===== src/pkg/field_sensor_autorange_consts.svh =====
/*
  Offsets, fields, reset values, thresholds and timing of the range
  controller. Assumes pkg/ on the include path.
*/
`ifndef FIELD_SENSOR_AUTORANGE_CONSTS_SVH
`define FIELD_SENSOR_AUTORANGE_CONSTS_SVH

// ****************************************
// Sample and range figures
// ****************************************
`define FSA_ADC_W         12
`define FSA_RANGE_W       3
`define FSA_RANGE_MAX     3'h7
`define FSA_RANGE_MIN     3'h0
`define FSA_THR_HIGH      12'h700
`define FSA_THR_LOW       12'h100
`define FSA_AXES          3
`define FSA_CHANS         6

// ****************************************
// Register map
// ****************************************
`define FSA_REG_CTRL      4'h0
`define FSA_REG_RCMD      4'h4
`define FSA_REG_CAL       4'h8
`define FSA_REG_STAT      4'hc
`define FSA_CTRL_MODE_LSB 0
`define FSA_CTRL_RATE_LSB 2
`define FSA_CTRL_ROLEA    4
`define FSA_CTRL_ROLEB    5
`define FSA_CTRL_AUTO     6
`define FSA_CTRL_FLIP     7
`define FSA_CTRL_RST      8'h65
`define FSA_RCMD_SENSB    3
`define FSA_RCMD_REL      4
`define FSA_CAL_START     0

// ****************************************
// Timing
// ****************************************
`define FSA_CLK_HZ        250000000
`define FSA_VEC_HZ        24
`define FSA_DRIVE_HZ      15000
`define FSA_RATE_SEL0     2
`define FSA_RATE_SEL1     3
`define FSA_RATE_SEL2     4
`define FSA_RATE_SEL3     6
`define FSA_CAL_VECTORS   24

`endif


===== src/pkg/field_sensor_autorange_pkg.sv =====
/*
  Types of the range controller.
  Assumes nothing beyond a SystemVerilog compiler.
*/
package field_sensor_autorange_pkg;

  typedef enum logic [1:0] {
    SEQ_IDLE  = 2'b00,
    SEQ_START = 2'b01,
    SEQ_WAIT  = 2'b10
  } seq_state_t;

  typedef enum logic [1:0] {
    CAL_IDLE = 2'b00,
    CAL_CURR = 2'b01,
    CAL_FLIP = 2'b10
  } cal_state_t;

  typedef enum logic [1:0] {
    TM_RSVD   = 2'b00,
    TM_NORMAL = 2'b01,
    TM_HIGH   = 2'b10,
    TM_ENH    = 2'b11
  } tm_mode_t;

  typedef enum logic {
    ROLE_PRI = 1'b0,
    ROLE_SEC = 1'b1
  } role_t;

endpackage


===== src/rtl/range_stepper.sv =====
/*
  Range state of one triaxial sensor.
  Assumes axis-ordered samples, last flagged, and i_apply at the slot.
*/
`timescale 1ns/1ns
`include "field_sensor_autorange_consts.svh"

module range_stepper (
  // Clock and reset
  input  wire logic                    i_clk,
  input  wire logic                    i_sys_rst,
  // Raw samples
  input  wire logic                    i_smp_valid,
  input  wire logic [`FSA_ADC_W-1:0]   i_smp_data,
  input  wire logic                    i_smp_last,
  // Control
  input  wire logic                    i_apply,
  input  wire logic                    i_auto_en,
  input  wire logic                    i_cmd_valid,
  input  wire logic [`FSA_RANGE_W-1:0] i_cmd_range,
  input  wire logic                    i_cmd_release,
  // State
  output logic      [`FSA_RANGE_W-1:0] o_range,
  output logic                         o_hold
);

  logic [`FSA_ADC_W-1:0]   mag;
  logic                    over_q, over_d, under_q, under_d;
  logic                    up_q, up_d, dn_q, dn_d;
  logic                    cmd_q, cmd_d, hold_d;
  logic [`FSA_RANGE_W-1:0] cmd_rng_q, cmd_rng_d, range_d;
  logic                    acc_over, acc_under, end_vec;

  always_comb begin
    // Two's complement magnitude; -2048 reads as 2048 unsigned
    mag = i_smp_data[`FSA_ADC_W-1] ? (~i_smp_data + 12'h001) : i_smp_data;
    acc_over  = over_q | (mag > `FSA_THR_HIGH);
    acc_under = under_q & (mag < `FSA_THR_LOW);
    end_vec   = i_smp_valid & i_smp_last;
    over_d    = over_q;
    under_d   = under_q;
    up_d      = i_apply ? 1'b0 : up_q;
    dn_d      = i_apply ? 1'b0 : dn_q;
    if (i_smp_valid) begin
      over_d  = end_vec ? 1'b0 : acc_over;
      under_d = end_vec ? 1'b1 : acc_under;
    end
    // A decision landing in the apply cycle survives
    if (end_vec) begin
      up_d = up_d | acc_over;
      dn_d = acc_under;
    end
    cmd_d     = i_apply ? 1'b0 : cmd_q;
    cmd_rng_d = cmd_rng_q;
    hold_d    = o_hold;
    range_d   = o_range;
    // Release first so a hold set at the slot wins
    if (i_cmd_release) begin
      hold_d = 1'b0;
      cmd_d  = 1'b0;
    end
    if (i_apply) begin
      if (cmd_q) begin
        range_d = cmd_rng_q;
        hold_d  = 1'b1;
      end else if (!o_hold && i_auto_en) begin
        if (up_q && o_range != `FSA_RANGE_MAX) begin
          range_d = o_range + 3'h1;
        end else if (!up_q && dn_q && o_range != `FSA_RANGE_MIN) begin
          range_d = o_range - 3'h1;
        end
      end
    end
    if (i_cmd_valid) begin
      cmd_d     = 1'b1;
      cmd_rng_d = i_cmd_range;
    end
  end

  always_ff @(posedge i_clk or posedge i_sys_rst) begin
    if (i_sys_rst) begin
      over_q    <= 1'b0;
      under_q   <= 1'b1;
      up_q      <= 1'b0;
      dn_q      <= 1'b0;
      cmd_q     <= 1'b0;
      cmd_rng_q <= `FSA_RANGE_MAX;
      o_hold    <= 1'b0;
      o_range   <= `FSA_RANGE_MAX;
    end else begin
      over_q    <= over_d;
      under_q   <= under_d;
      up_q      <= up_d;
      dn_q      <= dn_d;
      cmd_q     <= cmd_d;
      cmd_rng_q <= cmd_rng_d;
      o_hold    <= hold_d;
      o_range   <= range_d;
    end
  end

endmodule


===== src/rtl/field_sensor_autorange.sv =====
/*
  Acquisition and range control for twin triaxial field sensors.
  Assumes a 12-bit converter with start/done and frame slot ticks.
*/
// Contract
// - Eight ranges per sensor, each four times the span of the last.
// - Every axis is converted to a 12-bit sample before range decisions.
// - Any axis above seven eighths of full scale steps the sensor up.
// - All axes below one eighth of full scale step the sensor down.
// - Range changes apply only at a fixed slot in the frame.
// - Decisions use raw samples at the basic sampling rate.
// - Sensor drive is 15 kHz divided from the master clock.
// - Commands give each sensor primary or secondary stream role.
// - Vectors at 24 per second, standard stream at 2, 3, 4 or 6.
// - Calibration switches known currents, then inverts signal phase.
// - After reset the telemetry mode is the equal rate mode.
`timescale 1ns/1ns
`include "field_sensor_autorange_consts.svh"

module field_sensor_autorange #(
  parameter int VEC_CYC   = `FSA_CLK_HZ / `FSA_VEC_HZ,
  parameter int DRV_HALF  = `FSA_CLK_HZ / (2 * `FSA_DRIVE_HZ),
  parameter int CAL_VECS  = `FSA_CAL_VECTORS,
  parameter int RANGE_SLOT = 0
) (
  // Clock and reset
  input  wire logic                    i_clk,
  input  wire logic                    i_sys_rst,
  // Register port
  input  wire logic [3:0]              i_addr,
  input  wire logic [31:0]             i_wdata,
  input  wire logic                    i_wr,
  input  wire logic                    i_rd,
  output logic      [31:0]             o_rdata,
  // Converter
  output logic                         o_adc_start,
  output logic      [2:0]              o_adc_chan,
  input  wire logic                    i_adc_done,
  input  wire logic [`FSA_ADC_W-1:0]   i_adc_data,
  // Telemetry timing
  input  wire logic                    i_frame_sync,
  input  wire logic                    i_slot_tick,
  // Sensor control
  output logic      [`FSA_RANGE_W-1:0] o_range_a,
  output logic      [`FSA_RANGE_W-1:0] o_range_b,
  output logic                         o_drive,
  output logic                         o_cal_on,
  output logic                         o_flip,
  // Snapshot stream
  output logic                         o_snap_valid,
  output logic      [35:0]             o_snap_vec,
  output logic      [`FSA_RANGE_W-1:0] o_snap_range,
  // Primary and secondary streams
  output logic                         o_pri_valid,
  output logic      [35:0]             o_pri_vec,
  output logic      [`FSA_RANGE_W-1:0] o_pri_range,
  output logic                         o_pri_is_b,
  output logic                         o_sec_valid,
  output logic      [35:0]             o_sec_vec,
  output logic      [`FSA_RANGE_W-1:0] o_sec_range
);

  localparam int TICK_W = $clog2(VEC_CYC + 1);
  localparam int DRV_W  = $clog2(DRV_HALF + 1);
  localparam logic [3:0] DIV0 = 4'(`FSA_VEC_HZ / `FSA_RATE_SEL0);
  localparam logic [3:0] DIV1 = 4'(`FSA_VEC_HZ / `FSA_RATE_SEL1);
  localparam logic [3:0] DIV2 = 4'(`FSA_VEC_HZ / `FSA_RATE_SEL2);
  localparam logic [3:0] DIV3 = 4'(`FSA_VEC_HZ / `FSA_RATE_SEL3);

  // ****************************************
  // Register port
  // ****************************************
  logic [7:0]  ctrl_q, ctrl_d;
  logic [31:0] rdata_d;
  logic        wr_rcmd, cal_go;
  logic [1:0]  cmd_valid, hold;
  logic        cal_busy;
  field_sensor_autorange_pkg::tm_mode_t mode;
  field_sensor_autorange_pkg::role_t    role_a, role_b;

  always_comb begin
    ctrl_d  = ctrl_q;
    rdata_d = 32'h0000_0000;
    wr_rcmd = i_wr && i_addr == `FSA_REG_RCMD;
    cal_go  = i_wr && i_addr == `FSA_REG_CAL && i_wdata[`FSA_CAL_START];
    if (i_wr && i_addr == `FSA_REG_CTRL) begin
      ctrl_d = i_wdata[7:0];
    end
    if (i_rd) begin
      case (i_addr)
        `FSA_REG_CTRL: rdata_d = {24'h00_0000, ctrl_q};
        `FSA_REG_CAL:  rdata_d = {31'h0000_0000, cal_busy};
        `FSA_REG_STAT: rdata_d = {20'h0_0000, o_flip, o_cal_on, hold,
                                  1'b0, o_range_b, 1'b0, o_range_a};
        default:       rdata_d = 32'h0000_0000;
      endcase
    end
  end

  always_ff @(posedge i_clk or posedge i_sys_rst) begin
    if (i_sys_rst) begin
      ctrl_q  <= `FSA_CTRL_RST;
      o_rdata <= 32'h0000_0000;
    end else begin
      ctrl_q  <= ctrl_d;
      o_rdata <= rdata_d;
    end
  end

  assign mode   = field_sensor_autorange_pkg::tm_mode_t'(
                    ctrl_q[`FSA_CTRL_MODE_LSB +: 2]);
  assign role_a = field_sensor_autorange_pkg::role_t'(
                    ctrl_q[`FSA_CTRL_ROLEA]);
  assign role_b = field_sensor_autorange_pkg::role_t'(
                    ctrl_q[`FSA_CTRL_ROLEB]);
  assign cmd_valid[0] = wr_rcmd && !i_wdata[`FSA_RCMD_SENSB]
                        && !i_wdata[`FSA_RCMD_REL];
  assign cmd_valid[1] = wr_rcmd && i_wdata[`FSA_RCMD_SENSB]
                        && !i_wdata[`FSA_RCMD_REL];

  // ****************************************
  // Sample tick and converter sequencer
  // ****************************************
  // Ticks during a busy vector are dropped; six conversions fit easily
  logic [TICK_W-1:0] tick_q, tick_d;
  logic              tick;
  field_sensor_autorange_pkg::seq_state_t seq_q, seq_d;
  logic [2:0]        chan_d;
  logic [`FSA_ADC_W-1:0] vec_q [`FSA_CHANS];
  logic [`FSA_ADC_W-1:0] vec_d [`FSA_CHANS];
  logic              vdone_q, vdone_d, smp_ok;

  always_comb begin
    tick    = tick_q == TICK_W'(VEC_CYC - 1);
    tick_d  = tick ? '0 : tick_q + 1'b1;
    seq_d   = seq_q;
    chan_d  = o_adc_chan;
    vec_d   = vec_q;
    vdone_d = 1'b0;
    smp_ok  = seq_q == field_sensor_autorange_pkg::SEQ_WAIT && i_adc_done;
    case (seq_q)
      field_sensor_autorange_pkg::SEQ_IDLE: begin
        if (tick) begin
          seq_d  = field_sensor_autorange_pkg::SEQ_START;
          chan_d = 3'h0;
        end
      end
      field_sensor_autorange_pkg::SEQ_START: begin
        seq_d = field_sensor_autorange_pkg::SEQ_WAIT;
      end
      field_sensor_autorange_pkg::SEQ_WAIT: begin
        if (i_adc_done) begin
          vec_d[o_adc_chan] = i_adc_data;
          if (o_adc_chan == 3'(`FSA_CHANS - 1)) begin
            seq_d   = field_sensor_autorange_pkg::SEQ_IDLE;
            vdone_d = 1'b1;
          end else begin
            seq_d  = field_sensor_autorange_pkg::SEQ_START;
            chan_d = o_adc_chan + 3'h1;
          end
        end
      end
      default: seq_d = field_sensor_autorange_pkg::SEQ_IDLE;
    endcase
  end

  always_ff @(posedge i_clk or posedge i_sys_rst) begin
    if (i_sys_rst) begin
      tick_q      <= '0;
      seq_q       <= field_sensor_autorange_pkg::SEQ_IDLE;
      o_adc_chan  <= 3'h0;
      o_adc_start <= 1'b0;
      vdone_q     <= 1'b0;
      for (int i = 0; i < `FSA_CHANS; i++) begin
        vec_q[i] <= 12'h000;
      end
    end else begin
      tick_q      <= tick_d;
      seq_q       <= seq_d;
      o_adc_chan  <= chan_d;
      o_adc_start <= seq_d == field_sensor_autorange_pkg::SEQ_START;
      vdone_q     <= vdone_d;
      vec_q       <= vec_d;
    end
  end

  // ****************************************
  // Range control per sensor
  // ****************************************
  logic [7:0] slot_q, slot_d;
  logic       apply;
  logic [`FSA_RANGE_W-1:0] rng [2];

  always_comb begin
    slot_d = slot_q;
    if (i_frame_sync) begin
      slot_d = 8'h00;
    end else if (i_slot_tick) begin
      slot_d = slot_q + 8'h01;
    end
    apply = i_slot_tick && !i_frame_sync
            && slot_q == 8'(RANGE_SLOT);
  end

  always_ff @(posedge i_clk or posedge i_sys_rst) begin
    if (i_sys_rst) begin
      slot_q <= 8'h00;
    end else begin
      slot_q <= slot_d;
    end
  end

  for (genvar s = 0; s < 2; s++) begin : g_sensor
    range_stepper u_step (
      .i_clk         (i_clk),
      .i_sys_rst     (i_sys_rst),
      .i_smp_valid   (smp_ok && (o_adc_chan >= 3'(s * `FSA_AXES))
                      && (o_adc_chan < 3'((s + 1) * `FSA_AXES))),
      .i_smp_data    (i_adc_data),
      .i_smp_last    (o_adc_chan == 3'((s + 1) * `FSA_AXES - 1)),
      .i_apply       (apply),
      .i_auto_en     (ctrl_q[`FSA_CTRL_AUTO]),
      .i_cmd_valid   (cmd_valid[s]),
      .i_cmd_range   (i_wdata[2:0]),
      .i_cmd_release (wr_rcmd && i_wdata[`FSA_RCMD_REL]
                      && i_wdata[`FSA_RCMD_SENSB] == 1'(s)),
      .o_range       (rng[s]),
      .o_hold        (hold[s])
    );
  end
  assign o_range_a = rng[0];
  assign o_range_b = rng[1];

  // ****************************************
  // Stream routing and decimation
  // ****************************************
  logic [3:0]  dec_q, dec_d, div;
  logic        half_q, half_d, pri_b;
  logic [35:0] vec_a, vec_b;
  logic        snap_v_d, pri_v_d, sec_v_d;

  always_comb begin
    vec_a = {vec_q[2], vec_q[1], vec_q[0]};
    vec_b = {vec_q[5], vec_q[4], vec_q[3]};
    // Both claiming one role: sensor A keeps primary
    pri_b = role_a == field_sensor_autorange_pkg::ROLE_SEC
            && role_b == field_sensor_autorange_pkg::ROLE_PRI;
    case (ctrl_q[`FSA_CTRL_RATE_LSB +: 2])
      2'h0:    div = DIV0;
      2'h1:    div = DIV1;
      2'h2:    div = DIV2;
      default: div = DIV3;
    endcase
    dec_d    = dec_q;
    half_d   = half_q;
    snap_v_d = vdone_q;
    pri_v_d  = 1'b0;
    sec_v_d  = 1'b0;
    if (vdone_q) begin
      if (dec_q + 4'h1 >= div) begin
        dec_d   = 4'h0;
        pri_v_d = 1'b1;
        half_d  = !half_q;
        case (mode)
          field_sensor_autorange_pkg::TM_HIGH: sec_v_d = !half_q;
          field_sensor_autorange_pkg::TM_ENH:  sec_v_d = 1'b0;
          default:                             sec_v_d = 1'b1;
        endcase
      end else begin
        dec_d = dec_q + 4'h1;
      end
    end
  end

  always_ff @(posedge i_clk or posedge i_sys_rst) begin
    if (i_sys_rst) begin
      dec_q        <= 4'h0;
      half_q       <= 1'b0;
      o_snap_valid <= 1'b0;
      o_snap_vec   <= '0;
      o_snap_range <= '0;
      o_pri_valid  <= 1'b0;
      o_pri_vec    <= '0;
      o_pri_range  <= '0;
      o_pri_is_b   <= 1'b0;
      o_sec_valid  <= 1'b0;
      o_sec_vec    <= '0;
      o_sec_range  <= '0;
    end else begin
      dec_q        <= dec_d;
      half_q       <= half_d;
      o_snap_valid <= snap_v_d;
      o_pri_valid  <= pri_v_d;
      o_sec_valid  <= sec_v_d;
      o_pri_is_b   <= pri_b;
      if (vdone_q) begin
        o_snap_vec   <= pri_b ? vec_b : vec_a;
        o_snap_range <= pri_b ? rng[1] : rng[0];
        o_pri_vec    <= pri_b ? vec_b : vec_a;
        o_pri_range  <= pri_b ? rng[1] : rng[0];
        o_sec_vec    <= pri_b ? vec_a : vec_b;
        o_sec_range  <= pri_b ? rng[0] : rng[1];
      end
    end
  end

  // ****************************************
  // Sensor drive and calibration
  // ****************************************
  logic [DRV_W-1:0] drv_q, drv_d;
  logic             drive_d;
  field_sensor_autorange_pkg::cal_state_t cal_q, cal_d;
  logic [7:0]       calc_q, calc_d;
  logic             cal_on_d, flip_d, cal_last;

  always_comb begin
    drive_d = o_drive;
    drv_d   = drv_q + 1'b1;
    if (drv_q == DRV_W'(DRV_HALF - 1)) begin
      drv_d   = '0;
      drive_d = !o_drive;
    end
    cal_d    = cal_q;
    calc_d   = calc_q;
    cal_last = calc_q == 8'(CAL_VECS - 1);
    case (cal_q)
      field_sensor_autorange_pkg::CAL_IDLE: begin
        calc_d = 8'h00;
        if (cal_go) begin
          cal_d = field_sensor_autorange_pkg::CAL_CURR;
        end
      end
      field_sensor_autorange_pkg::CAL_CURR: begin
        if (vdone_q) begin
          calc_d = cal_last ? 8'h00 : calc_q + 8'h01;
          if (cal_last) begin
            cal_d = field_sensor_autorange_pkg::CAL_FLIP;
          end
        end
      end
      field_sensor_autorange_pkg::CAL_FLIP: begin
        if (vdone_q) begin
          calc_d = cal_last ? 8'h00 : calc_q + 8'h01;
          if (cal_last) begin
            cal_d = field_sensor_autorange_pkg::CAL_IDLE;
          end
        end
      end
      default: cal_d = field_sensor_autorange_pkg::CAL_IDLE;
    endcase
    cal_busy = cal_q != field_sensor_autorange_pkg::CAL_IDLE;
    cal_on_d = cal_d == field_sensor_autorange_pkg::CAL_CURR;
    flip_d   = cal_d == field_sensor_autorange_pkg::CAL_FLIP
               || ctrl_d[`FSA_CTRL_FLIP];
  end

  always_ff @(posedge i_clk or posedge i_sys_rst) begin
    if (i_sys_rst) begin
      drv_q    <= '0;
      o_drive  <= 1'b0;
      cal_q    <= field_sensor_autorange_pkg::CAL_IDLE;
      calc_q   <= 8'h00;
      o_cal_on <= 1'b0;
      o_flip   <= 1'b0;
    end else begin
      drv_q    <= drv_d;
      o_drive  <= drive_d;
      cal_q    <= cal_d;
      calc_q   <= calc_d;
      o_cal_on <= cal_on_d;
      o_flip   <= flip_d;
    end
  end

endmodule


===== config.mk =====
export PLATFORM = sky130hd
export DESIGN_NAME = field_sensor_autorange
export DESIGN_NICKNAME = d
export VERILOG_FILES = /design/src/pkg/field_sensor_autorange_pkg.sv /design/src/rtl/range_stepper.sv /design/src/rtl/field_sensor_autorange.sv
export VERILOG_INCLUDE_DIRS = /design/src /design/src/pkg
export SDC_FILE = /design/constraint.sdc
export NUM_CORES = 1
export LEC_CHECK = 0
export BUFFER_PORTS_ARGS = -buffer_cell sky130_fd_sc_hd__buf_2
export CAP_MARGIN = 20
export CORE_ASPECT_RATIO = 0.5
export CORE_UTILIZATION = 40
export DETAILED_ROUTE_END_ITERATION = 6
export PLACE_DENSITY = 0.71
export SKIP_LAST_GASP = 1
export SLEW_MARGIN = 20
export SYNTH_ARGS = -nofsm -noshare
export SYNTH_HDL_FRONTEND = slang
export SYNTH_SLANG_ARGS = --single-unit

===== constraint.sdc =====
create_clock -name i_clk -period 9.2 [get_ports i_clk]
set_clock_uncertainty 0.15 [all_clocks]
set_input_delay 0.92 -clock i_clk [delete_from_list [all_inputs] [get_ports i_clk]]
set_output_delay 0.92 -clock i_clk [all_outputs]
set_load 0.01 [all_outputs]

==> results_tabular.tex, run 1 <==
\begin{tabular}{lr}
\hline
Metric & Value \\
\hline
\multicolumn{2}{l}{\textbf{Synthesis}} \\
Top cell types by occurrence after synthesis & 251 x sky130\_fd\_sc\_hd\_\_dfrtp\_1, 206 x sky130\_fd\_sc\_hd\_\_nand2\_1, 147 x sky130\_fd\_sc\_hd\_\_nor2\_1 \\
Post-synthesis sequential area ratio & 54.7\% \\
Count of flip-flops with a built-in enable after synthesis & 0 \\
Flop and latch count out of synthesis & about 270 \\
Library cells used by synthesis & 70 \\
Biggest area consumer among synthesized cells & sky130\_fd\_sc\_hd\_\_dfrtp\_1 \\
Mapped Cells & 1199 \\
Cell area after technology mapping & between 10000 and 15000 um2 \\
Count of synthesis-stage warnings from yosys & 0 \\
Most numerous cell in the Yosys netlist & sky130\_fd\_sc\_hd\_\_dfrtp\_1 \\
Share of synthesized registers carrying an async set or reset & between 90\% and 100\% \\
Per-instance average area after synthesis & 10.3 um2 \\
Dominant synthesized flop cell & sky130\_fd\_sc\_hd\_\_dfrtp\_1 \\
Leading post-synthesis cells by cell area & sky130\_fd\_sc\_hd\_\_dfrtp\_1 51\%, sky130\_fd\_sc\_hd\_\_mux2\_2 8.1\%, sky130\_fd\_sc\_hd\_\_nand2\_1 6.3\%, sky130\_fd\_sc\_hd\_\_nor2\_1 4.5\%, sky130\_fd\_sc\_hd\_\_a31oi\_1 4.1\% \\
Post-synth top area share & 50.8\% \\
\multicolumn{2}{l}{\textbf{Place}} \\
Number of port buffers & 176 \\
Weighted congestion at the end of routability-driven global placement & between 0.8 and 0.9 \\
Total half-perimeter wirelength after legalization and detailed placement & 18200 um \\
\multicolumn{2}{l}{\textbf{STA}} \\
Max\_slew headroom & 39.6\% \\
Actual transition at the worst max-transition pin & 907 ps \\
Post-route clock period utilization & between 30\% and 40\% \\
Setup total negative slack & 0 ps \\
Highest attainable clock frequency & about 0.36 GHz \\
Unrepaired setup endpoints after global routing & false \\
Final Slew Violations & 0 \\
Period minus WS final & about 2800 ps \\
Final Hold Fails & 0 \\
\# setup viols final & 0 \\
Hold\_ws & $\sim$320 ps \\
\multicolumn{2}{l}{\textbf{CTS}} \\
CTS buffer count & 26 \\
Deepest clock path buffer count & 3 \\
Total of hold buffers inserted after clock tree synthesis & 0 \\
Clock latency reported for the late side of the worst-skew pair & $\sim$530 ps \\
Clock sinks & 269 \\
CTS tree & done \\
\# resized after CTS & 0 \\
Root Buffer & sky130\_fd\_sc\_hd\_\_clkbuf\_16 \\
Post-CTS Setup Repair Bufs & 0 \\
Clock slew at reported path FFs & 60 ps \\
Number of levels the H-tree was split into & 1 \\
\multicolumn{2}{l}{\textbf{Floorplan}} \\
Standard cell core area & 30300 um2 \\
Die Ht & 126 um \\
Die footprint & 31600 um2 \\
Floorplan row count & 45 \\
Initial core utilization & between 40 and 50\% \\
Overall die width & 251 um \\
Number of I/O pins & between 200 and 250 \\
\multicolumn{2}{l}{\textbf{Detailed routing}} \\
Average vias per placed instance & 5.14 \\
Post-DRT Antenna Nets & 0 \\
Routed length per placed instance & between 15 and 20 um \\
Routed Wire Length & $\sim$27000 um \\
Vias & 8877 \\
DRC errors left & 0 \\
DR pass1 iterations & 5 \\
Initial detailed-routing violation count & 734 \\
\multicolumn{2}{l}{\textbf{Setup path}} \\
Required time of the critical path & 9410 ps \\
Delay contributed by the slowest stage of the critical path & around 650 ps \\
Cells traversed along the worst timing path & nand2b\_2, buf\_4, inv\_2, buf\_4, nand2\_1, a31oi\_1 \\
Critical Path End Type & register \\
Arrival @ worst endpoint & 3010 ps \\
Most frequent CP cell & sky130\_fd\_sc\_hd\_\_buf\_4 \\
Category of the worst setup path launch point & register \\
Type of the worst setup path & reg -> reg \\
Highest fanout seen on the critical path & 79 \\
Critical Path Slowest Stage Cell & sky130\_fd\_sc\_hd\_\_buf\_4 \\
\multicolumn{2}{l}{\textbf{Pwr}} \\
P\_leak & 6.75 nW \\
Power density normalized to cell area & 234 nW/um2 \\
Worst VDD drop & 0.139 mV \\
\multicolumn{2}{l}{\textbf{GRT}} \\
GRT Total Usage & between 15 and 20\% \\
Number of global-route vias before repair & between 8000 and 9000 \\
Largest net degree at the start of global routing & 120 \\
Gr ovfl total & 0 \\
Number of antenna violations at the first check in global routing & 0 \\
Wire length of the first global-routing pass & 43900 um \\
\multicolumn{2}{l}{\textbf{Finish}} \\
Synth-to-layout area growth & 13.3\% \\
Number of antenna diodes & 0 \\
Final \#Nets & 1386 \\
FILL cells & between 2000 and 3000 \\
Share of final-layout standard cells stronger than drive strength 1 & about a quarter \\
\multicolumn{2}{l}{\textbf{Run status}} \\
Outcome & finished, final reports clean \\
\multicolumn{2}{l}{\textbf{Job}} \\
Number of max-cap violations & 0 \\
\multicolumn{2}{l}{\textbf{Worst hold path}} \\
Hold/Removal Path Class & reg -> reg \\
\hline
\end{tabular}
[layout make-up]
type                            count  area [um2]  area share, %
Tap cell                          399         499           3.57
Sequential cell                   269        6760           48.3
Inverter                           27         109          0.778
Multi-Input combinational cell    804        4890           34.9
Timing Repair Buffer              182         930           6.64
Clock buffer                       42         782           5.59
Clock inverter                      5        32.5          0.232
[state kept, by name, indices dropped and copies added, names as in the netlist, 3 cells and up]
register	cells
dec_q	4
ctrl_q	8
vec_a	36
g_sensor.u_step.cmd_rng_q	6
tick_q	24
calc_q	8
vec_b	36
drv_q	14
o_adc_chan	3
o_sec_vec	36
slot_q	8
g_sensor.u_step.o_range	6
o_rdata	12
o_pri_vec	36
o_sec_range	3
o_pri_range	3
[worst paths after layout]
check | cells after the start | start | slack [ps] | end
max | 6 | ctrl_q[5] | 6410 | o_sec_vec[1]
min | 1 | o_drive | 320 | o_drive
max reg2reg | 6 | ctrl_q[5] | 6410 | o_sec_vec[1]
min reg2reg | 1 | o_drive | 320 | o_drive
max in group asynchronous | 3 | i_sys_rst | 7090 | calc_q[4]
min in group asynchronous | 2 | i_sys_rst | 400 | o_sec_vec[34]
[stage by stage]
step | cell area [um2] | instances | worst slack (ps) | power [mW] | utilization [%]
after floorplan | 12400 | 1218 | 749 | 2.05 | -
after global placement | 13200 | 1681 | 6120 | 2.25 | 43.4
after global routing | 14000 | 1728 | 6250 | 3.44 | 46.1
after detailed placement | 13200 | 1681 | 6120 | 2.27 | 43.4
final | 14000 | 1728 | 6410 | 3.27 | 46.1
after CTS | 14000 | 1728 | 6450 | 3.29 | 46.1
[critical path, delay by kind of cell, from the launching register on]
family,cells,cell delay (ps)
buf+inv,3,1420
flops,1,530
simple gates,2,280
compound gates,1,100
[logic make-up after synthesis]
| family | share of synthesized area (%) |
|---|---|
| XOR/XNOR | 3.19 |
| AO/OA/AOI/OAI | 8.29 |
| adder cells (fa/ha/maj) | 2.25 |
| flip-flops | 54.7 |
| AND/OR/NAND/NOR | 16.7 |
| other | 0.0303 |
| multiplexers | 8.52 |
| buffers and inverters | 6.40 |
[cells in the final DEF (no fill, tap or decap), drive strengths merged, types with 3 or more instances in the layout]
| cell type | instances |
|---|---|
| xor2 | 22 |
| ha | 19 |
| and2 | 6 |
| mux2i | 5 |
| nor2 | 149 |
| nand2 | 206 |
| mux2 | 89 |
| nor2b | 6 |
| inv | 27 |
| o31ai | 5 |
| nand3 | 33 |
| nor3 | 15 |
| nand4 | 16 |
| o21ai | 28 |
| and3 | 6 |
| conb | 20 |
| xnor2 | 23 |
| clkinvlp | 3 |
| a22oi | 5 |
| dfstp | 18 |
| nor4 | 6 |
| clkbuf | 42 |
| a31o | 4 |
| a31oi | 81 |
| nand2b | 5 |
| dfrtp | 251 |
| buf | 182 |
| a21oi | 16 |
[per-layer routing]
| metal | track usage [%] | wire length [um] |
|---|---|---|
| met1 | 22.5 | 12100 |
| met2 | 28.6 | 13200 |
| met3 | 3.14 | 1180 |
| met4 | 6.10 | 943 |
| met5 | 0 | 0 |
[power breakdown]
part	switching, mW	internal (mW)	leakage, nW	total [mW]
registers	0.193	1.40	3.60	1.60
logic	0.366	0.281	2.77	0.647
clock network	0.443	0.580	0.389	1.02
Power figures use the tool's default switching activity.
==> inputs of run 2 (changes only) <==
- PLACE_DENSITY: 0.71 -> 0.74
- clock period: 9.2 -> 2.29 ns (I/O delays scaled with it)
==> results_tabular.tex, run 2 (synthesis gave the netlist of run 1 again) <==
\begin{tabular}{lr}
\hline
Metric & Value \\
\hline
\multicolumn{2}{l}{\textbf{Pwr}} \\
P\_leak & 7.05 nW (+4.5\%) \\
Clock share of power & 33.7\% (+2.4 points) \\
Internal Pwr Total & 9.65 mW (+330\%) \\
Fraction of power spent switching nets & 29.9\% (-0.73 points) \\
Worst VDD drop & 0.481 mV (+250\%) \\
Net switching power figure & 4.12 mW (+310\%) \\
Share of total power in sequential cells & 46.5\% (-2.4 points) \\
Power density normalized to cell area & 944 nW/um2 (+300\%) \\
Combinational cell fraction of total power & 19.7\% (about the same) \\
\multicolumn{2}{l}{\textbf{GRT}} \\
Number of antenna violations at the first check in global routing & 0 (unchanged) \\
Number of global-route vias before repair & 8565 (+3.7\%) \\
GRT Total Usage & 17.6\% (+0.44 points) \\
Wire length of the first global-routing pass & 45200 um (+2.8\%) \\
Largest net degree at the start of global routing & 120 (unchanged) \\
Gr ovfl total & 0 (unchanged) \\
\multicolumn{2}{l}{\textbf{STA}} \\
Period minus WS final & 2170 ps (-630 ps) \\
Unrepaired setup endpoints after global routing & false \\
Setup total negative slack & 0 ps (unchanged) \\
Final Hold Fails & 0 (unchanged) \\
Hold\_ws & 60.3 ps (-262 ps) \\
Highest attainable clock frequency & 0.462 GHz (+29\%) \\
Final Slew Violations & 0 (unchanged) \\
Post-route clock period utilization & 94.5\% (+64 points) \\
Actual transition at the worst max-transition pin & 906 ps (-1.18 ps) \\
Setup WS post-layout & 125 ps (-6280 ps) \\
Max\_slew headroom & 39.6\% (+0.079 points) \\
\# setup viols final & 0 (unchanged) \\
\multicolumn{2}{l}{\textbf{Finish}} \\
Fin area & 14600 um2 (+4.3\%) \\
Final \#Nets & 1431 (+3.2\%) \\
Most common library cell in the layout ignoring fill and taps & sky130\_fd\_sc\_hd\_\_dfrtp\_1 \\
Commonest cells after routing, fill and taps aside & 250 x sky130\_fd\_sc\_hd\_\_dfrtp\_1, 206 x sky130\_fd\_sc\_hd\_\_nand2\_1, 176 x sky130\_fd\_sc\_hd\_\_buf\_2 \\
Synth-to-layout area growth & 18.1\% \\
Share of final-layout standard cells stronger than drive strength 1 & 27.3\% (+0.94 points) \\
Number of antenna diodes & 0 (unchanged) \\
\multicolumn{2}{l}{\textbf{Setup path}} \\
Critical Path End Type & register \\
Arrival @ worst endpoint & 2460 ps (-550 ps) \\
Highest fanout seen on the critical path & 4 (-95\%) \\
Category of the worst setup path launch point & register \\
Type of the worst setup path & reg -> reg \\
Required time of the critical path & 2590 ps (-6820 ps) \\
Register-to-register path setup slack & 120 ps (-6280 ps) \\
\multicolumn{2}{l}{\textbf{Floorplan}} \\
Die footprint & 31600 um2 (unchanged) \\
Floorplan row count & 45 (unchanged) \\
Die Ht & 126 um (unchanged) \\
Standard cell core area & 30300 um2 (unchanged) \\
Initial core utilization & 40.7\% (unchanged) \\
Overall die width & 251 um (unchanged) \\
Number of I/O pins & 221 (unchanged) \\
\multicolumn{2}{l}{\textbf{Detailed routing}} \\
Average vias per placed instance & 5.13 (-0.23\%) \\
Routed length per placed instance & 15.7 um (-1.3\%) \\
Post-DRT Antenna Nets & 0 (unchanged) \\
Vias & 9092 (+2.4\%) \\
DR pass1 iterations & 5 (unchanged) \\
Routed Wire Length & 27800 um (+1.3\%) \\
DRC errors left & 0 (unchanged) \\
Initial detailed-routing violation count & 575 (-22\%) \\
\multicolumn{2}{l}{\textbf{Place}} \\
Setup slack after placement & 1.93 ps (-6120 ps) \\
Area of placed instances & 13400 um2 (+1.6\%) \\
Number of port buffers & 176 (unchanged) \\
Weighted congestion at the end of routability-driven global placement & 0.824 (about the same) \\
Total half-perimeter wirelength after legalization and detailed placement & 18100 um (-0.29\%) \\
\multicolumn{2}{l}{\textbf{Job}} \\
Number of max-cap violations & 0 (unchanged) \\
\multicolumn{2}{l}{\textbf{CTS}} \\
Deepest clock path buffer count & 3 (unchanged) \\
Clock sinks & 269 (unchanged) \\
Root Buffer & sky130\_fd\_sc\_hd\_\_clkbuf\_16 \\
Clock latency reported for the late side of the worst-skew pair & 540 ps (about the same) \\
CTS buffer count & 26 (unchanged) \\
Number of levels the H-tree was split into & 1 (unchanged) \\
CTS tree & done \\
Clock slew at reported path FFs & 60 ps (about the same) \\
\multicolumn{2}{l}{\textbf{Worst hold path}} \\
Hold/Removal Path Class & in -> reg \\
\multicolumn{2}{l}{\textbf{Run status}} \\
Outcome & finished, final reports clean \\
\hline
\end{tabular}
## run 2: cell count changes in the layout (fill, tap and decap cells not counted), sizes merged
cell and change:
clkinv +2, buf +18, clkbuf -3, dlygate4sd3 +27, bufinv +4, clkinvlp -2
## run 2: metal layers
metal	share of wire (%)	wire, um	global-route usage [%]
met1	42	11800	22.9
met2	51	14200	30.1
met3	4.2	1170	3.12
met4	2.4	670	5.41
met5	0	0	0
## run 2: per-stage QoR
stage | utilization [%] | instances | total power [mW]
after floorplan | - | 1218 | 8.26
after global routing | 48.1 | 1774 | 14.5
after CTS | 48.1 | 1774 | 13.9
final | 48.1 | 1774 | 13.8
after detailed placement | 44.1 | 1699 | 9.16
after global placement | 44.1 | 1699 | 9.08
## run 2: cell type report
cell class | count | area (um2)
Tap cell | 399 | 499
Timing Repair Buffer | 227 | 1410
Clock inverter | 9 | 151
Multi-Input combinational cell | 804 | 4900
Clock buffer | 39 | 781
Inverter | 27 | 105
Fill cell | 2695 | 15800
Sequential cell | 269 | 6760
## run 2: final timing paths
| check | start | to | cells after the start |
|---|---|---|---|
| worst max-delay path | dec_q[1] | half_q | 8 |
| worst min-delay path | i_rd | o_rdata[6] | 3 |
| worst max register to register | dec_q[1] | half_q | 8 |
| worst min register to register | o_drive | o_drive | 1 |
| max in group asynchronous | i_sys_rst | o_sec_vec[8] | 4 |
| min in group asynchronous | i_sys_rst | o_pri_vec[35] | 3 |
## run 2: repair_timing
action | 4_1_cts | 5_1_grt
hold buffers | 27 | 0
hold endpoints to repair | 289 | 0
setup endpoints to repair | 1 | 1
resized for setup | 1 | 1
buffers inserted | 0 | 0
## run 2: power groups by stage
stage / registers (mW) / clock network (mW) / logic [mW]
3_5_place_dp: 6.48 / 0 / 2.68
3_3_place_gp: 6.46 / 0 / 2.62
2_1_floorplan: 6.38 / 0 / 1.88
5_1_grt: 6.54 / 4.93 / 3.02
6_report: 6.41 / 4.65 / 2.72
4_1_cts: 6.41 / 4.72 / 2.74
## run 2: worst max-delay path: stages (launching register included)
cell	delay, ps
sky130_fd_sc_hd__dfrtp_1	400
sky130_fd_sc_hd__ha_1	280
sky130_fd_sc_hd__inv_1	50
sky130_fd_sc_hd__ha_1	280
sky130_fd_sc_hd__a21bo_2	210
sky130_fd_sc_hd__a21o_1	180
sky130_fd_sc_hd__a21oi_2	220
sky130_fd_sc_hd__nand2b_4	180
sky130_fd_sc_hd__xnor2_1	120
==> inputs of run 3 (changes only) <==
- SETUP_SLACK_MARGIN: not set -> 0.3
==> results_tabular.tex, run 3 (synthesis gave the netlist of run 1 again) <==
\begin{tabular}{lr}
\hline
Metric & Value \\
\hline
\multicolumn{2}{l}{\textbf{Pwr}} \\
Combinational cell fraction of total power & 20.6\% (+0.9 points) \\
Internal Pwr Total & 9.61 mW (-0.40\%) \\
Share of total power in sequential cells & 46.6\% (about the same) \\
Net switching power figure & 4.21 mW (+2.0\%) \\
Power density normalized to cell area & 933 nW/um2 (-1.1\%) \\
P\_leak & 7.13 nW (+1.1\%) \\
Fraction of power spent switching nets & 30.4\% (+0.50 points) \\
Power consumption & 13.8 mW (+0.31\%) \\
Clock share of power & 32.8\% (-0.9 points) \\
Worst VDD drop & 0.547 mV (+14\%) \\
\multicolumn{2}{l}{\textbf{STA}} \\
Setup WS post-layout & 273 ps (+148 ps) \\
Actual transition at the worst max-transition pin & 567 ps (-338 ps) \\
Max\_slew headroom & 62.0\% (+22 points) \\
Final Slew Violations & 0 (unchanged) \\
Hold\_ws & 39.4 ps (-20.8 ps) \\
Final Hold Fails & 0 (unchanged) \\
\# setup viols final & 0 (unchanged) \\
Post-route clock period utilization & 88.1\% (-6.5 points) \\
Highest attainable clock frequency & 0.496 GHz (+7.3\%) \\
Unrepaired setup endpoints after global routing & true \\
Period minus WS final & 2020 ps (-148 ps) \\
\multicolumn{2}{l}{\textbf{CTS}} \\
Number of levels the H-tree was split into & 1 (unchanged) \\
CTS tree & done \\
Root Buffer & sky130\_fd\_sc\_hd\_\_clkbuf\_16 \\
CTS buffer count & 26 (unchanged) \\
Deepest clock path buffer count & 3 (unchanged) \\
Clock latency reported for the late side of the worst-skew pair & 540 ps (about the same) \\
Clock sinks & 269 (unchanged) \\
Clock slew at reported path FFs & 60 ps (about the same) \\
\multicolumn{2}{l}{\textbf{Detailed routing}} \\
Routed Wire Length & 28600 um (+3.0\%) \\
DR pass1 iterations & 6 (+1) \\
Average vias per placed instance & 5.16 (+0.65\%) \\
Post-DRT Antenna Nets & 0 (unchanged) \\
DRC errors left & 0 (unchanged) \\
Vias & 9218 (+1.4\%) \\
Initial detailed-routing violation count & 643 (+12\%) \\
Routed length per placed instance & 16.0 um (+2.2\%) \\
\multicolumn{2}{l}{\textbf{Job}} \\
Number of max-cap violations & 0 (unchanged) \\
\multicolumn{2}{l}{\textbf{Floorplan}} \\
Number of I/O pins & 221 (unchanged) \\
Initial core utilization & 40.7\% (unchanged) \\
Die footprint & 31600 um2 (unchanged) \\
Die Ht & 126 um (unchanged) \\
Floorplan row count & 45 (unchanged) \\
Overall die width & 251 um (unchanged) \\
Standard cell core area & 30300 um2 (unchanged) \\
\multicolumn{2}{l}{\textbf{Setup path}} \\
Arrival @ worst endpoint & 2320 ps (-140 ps) \\
Category of the worst setup path launch point & register \\
Worst path buffer plus inverter count & 1 (unchanged) \\
Register-to-register path setup slack & 270 ps (+150 ps) \\
Required time of the critical path & 2590 ps (about the same) \\
Top cell family by delay on the critical path & compound AO/OA/AOI/OAI gates \\
Critical Path End Type & register \\
Type of the worst setup path & reg -> reg \\
Delay contributed by the slowest stage of the critical path & 380 ps (-20 ps) \\
Crit Reg-Reg Startpoint & dec\_q[0] \\
Critical Path Slowest Stage Cell & sky130\_fd\_sc\_hd\_\_dfrtp\_1 \\
Highest fanout seen on the critical path & 4 (unchanged) \\
Worst setup path startpoint & dec\_q[0] \\
Cells traversed along the worst timing path & ha\_1, inv\_2, ha\_4, a21bo\_2, a21o\_1, a21oi\_4, nand2b\_4, xnor2\_2 \\
\multicolumn{2}{l}{\textbf{GRT}} \\
Largest net degree at the start of global routing & 133 (+11\%) \\
GRT Total Usage & 17.9\% (+0.31 points) \\
Gr ovfl total & 0 (unchanged) \\
Wire length of the first global-routing pass & 46100 um (+2.0\%) \\
Number of antenna violations at the first check in global routing & 0 (unchanged) \\
Number of global-route vias before repair & 9022 (+5.3\%) \\
\multicolumn{2}{l}{\textbf{Run status}} \\
Outcome & finished, final reports clean \\
\multicolumn{2}{l}{\textbf{Finish}} \\
Share of final-layout standard cells stronger than drive strength 1 & 29.2\% (+1.9 points) \\
Most common library cell in the layout ignoring fill and taps & sky130\_fd\_sc\_hd\_\_dfrtp\_1 \\
Commonest cells after routing, fill and taps aside & 250 x sky130\_fd\_sc\_hd\_\_dfrtp\_1, 205 x sky130\_fd\_sc\_hd\_\_nand2\_1, 176 x sky130\_fd\_sc\_hd\_\_buf\_2 \\
Final \#Nets & 1444 (+0.91\%) \\
FILL cells & 2606 (-3.3\%) \\
Post-route non-filler standard cell count & 1787 (+0.73\%) \\
Synth-to-layout area growth & 19.8\% \\
Number of antenna diodes & 0 (unchanged) \\
\multicolumn{2}{l}{\textbf{Place}} \\
Setup slack after placement & 196 ps (+194 ps) \\
DP Cell Count & 1697 (-0.12\%) \\
Total half-perimeter wirelength after legalization and detailed placement & 18400 um (+1.5\%) \\
Weighted congestion at the end of routability-driven global placement & 0.812 (-1.4\%) \\
Number of port buffers & 176 (unchanged) \\
\multicolumn{2}{l}{\textbf{Worst hold path}} \\
Beginning of the worst hold path & i\_rd \\
Hold/Removal Path Class & in -> reg \\
\hline
\end{tabular}
-- run 3: path summary, 6_finish.rpt --
check,end,cells past startpoint
max,half_q,8
min,o_rdata[7],3
max reg2reg,half_q,8
min reg2reg,o_drive,1
max in group asynchronous,vec_b[6],5
min in group asynchronous,o_pri_vec[27],3
-- run 3: through the flow --
step	cell area, um2	utilization, %	setup TNS, ps
2_1_floorplan	12400	-	-420980
3_3_place_gp	13400	44.2	0
3_5_place_dp	13400	44.2	0
4_1_cts	14600	48.3	0
5_1_grt	14800	48.8	0
6_report	14800	48.8	0
-- run 3: final cells by class --
| type | instances | area, um2 | share of cell area, % |
|---|---|---|---|
| repair buffers | 240 | 1530 | 10.3 |
| clock inverters | 12 | 179 | 1.21 |
| clock buffers | 36 | 728 | 4.92 |
| flip-flops and latches | 269 | 6760 | 45.6 |
| well taps | 399 | 499 | 3.37 |
| multi-input cells | 804 | 5010 | 33.8 |
| inverters | 27 | 108 | 0.727 |
-- run 3: tightest hold or removal path: stages --
cell	delay [ps]
sky130_fd_sc_hd__buf_2	90
sky130_fd_sc_hd__nand2_1	270
sky130_fd_sc_hd__nor2_1	90
-- run 3: what timing repair did --
action                                  in CTS  in global routing
hold buffers                                27                  0
endpoints found under the setup margin      13                 26
setup buffers                                5                 10
endpoints found under the hold margin      241                  0
gates resized for setup                      5                 19
pin swaps                                    4                  8
-- run 3: power groups by stage --
| stage | clock network (mW) | registers [mW] | logic (mW) |
|---|---|---|---|
| after CTS | 4.60 | 6.43 | 2.75 |
| after global routing | 4.82 | 6.55 | 3.15 |
| after floorplan | 0 | 6.38 | 1.88 |
| after detailed placement | 0 | 6.51 | 2.67 |
| final | 4.53 | 6.44 | 2.85 |
| after global placement | 0 | 6.49 | 2.59 |
-- run 3: per-layer routing --
metal | vias up | GRT usage [%] | wire length (um)
met5 | - | 0 | 0
met1 | 4614 | 23.1 | 12100
met3 | 58 | 2.36 | 1070
li1 | 4352 | - | -
met4 | 0 | 6.32 | 847
met2 | 194 | 31.1 | 14600
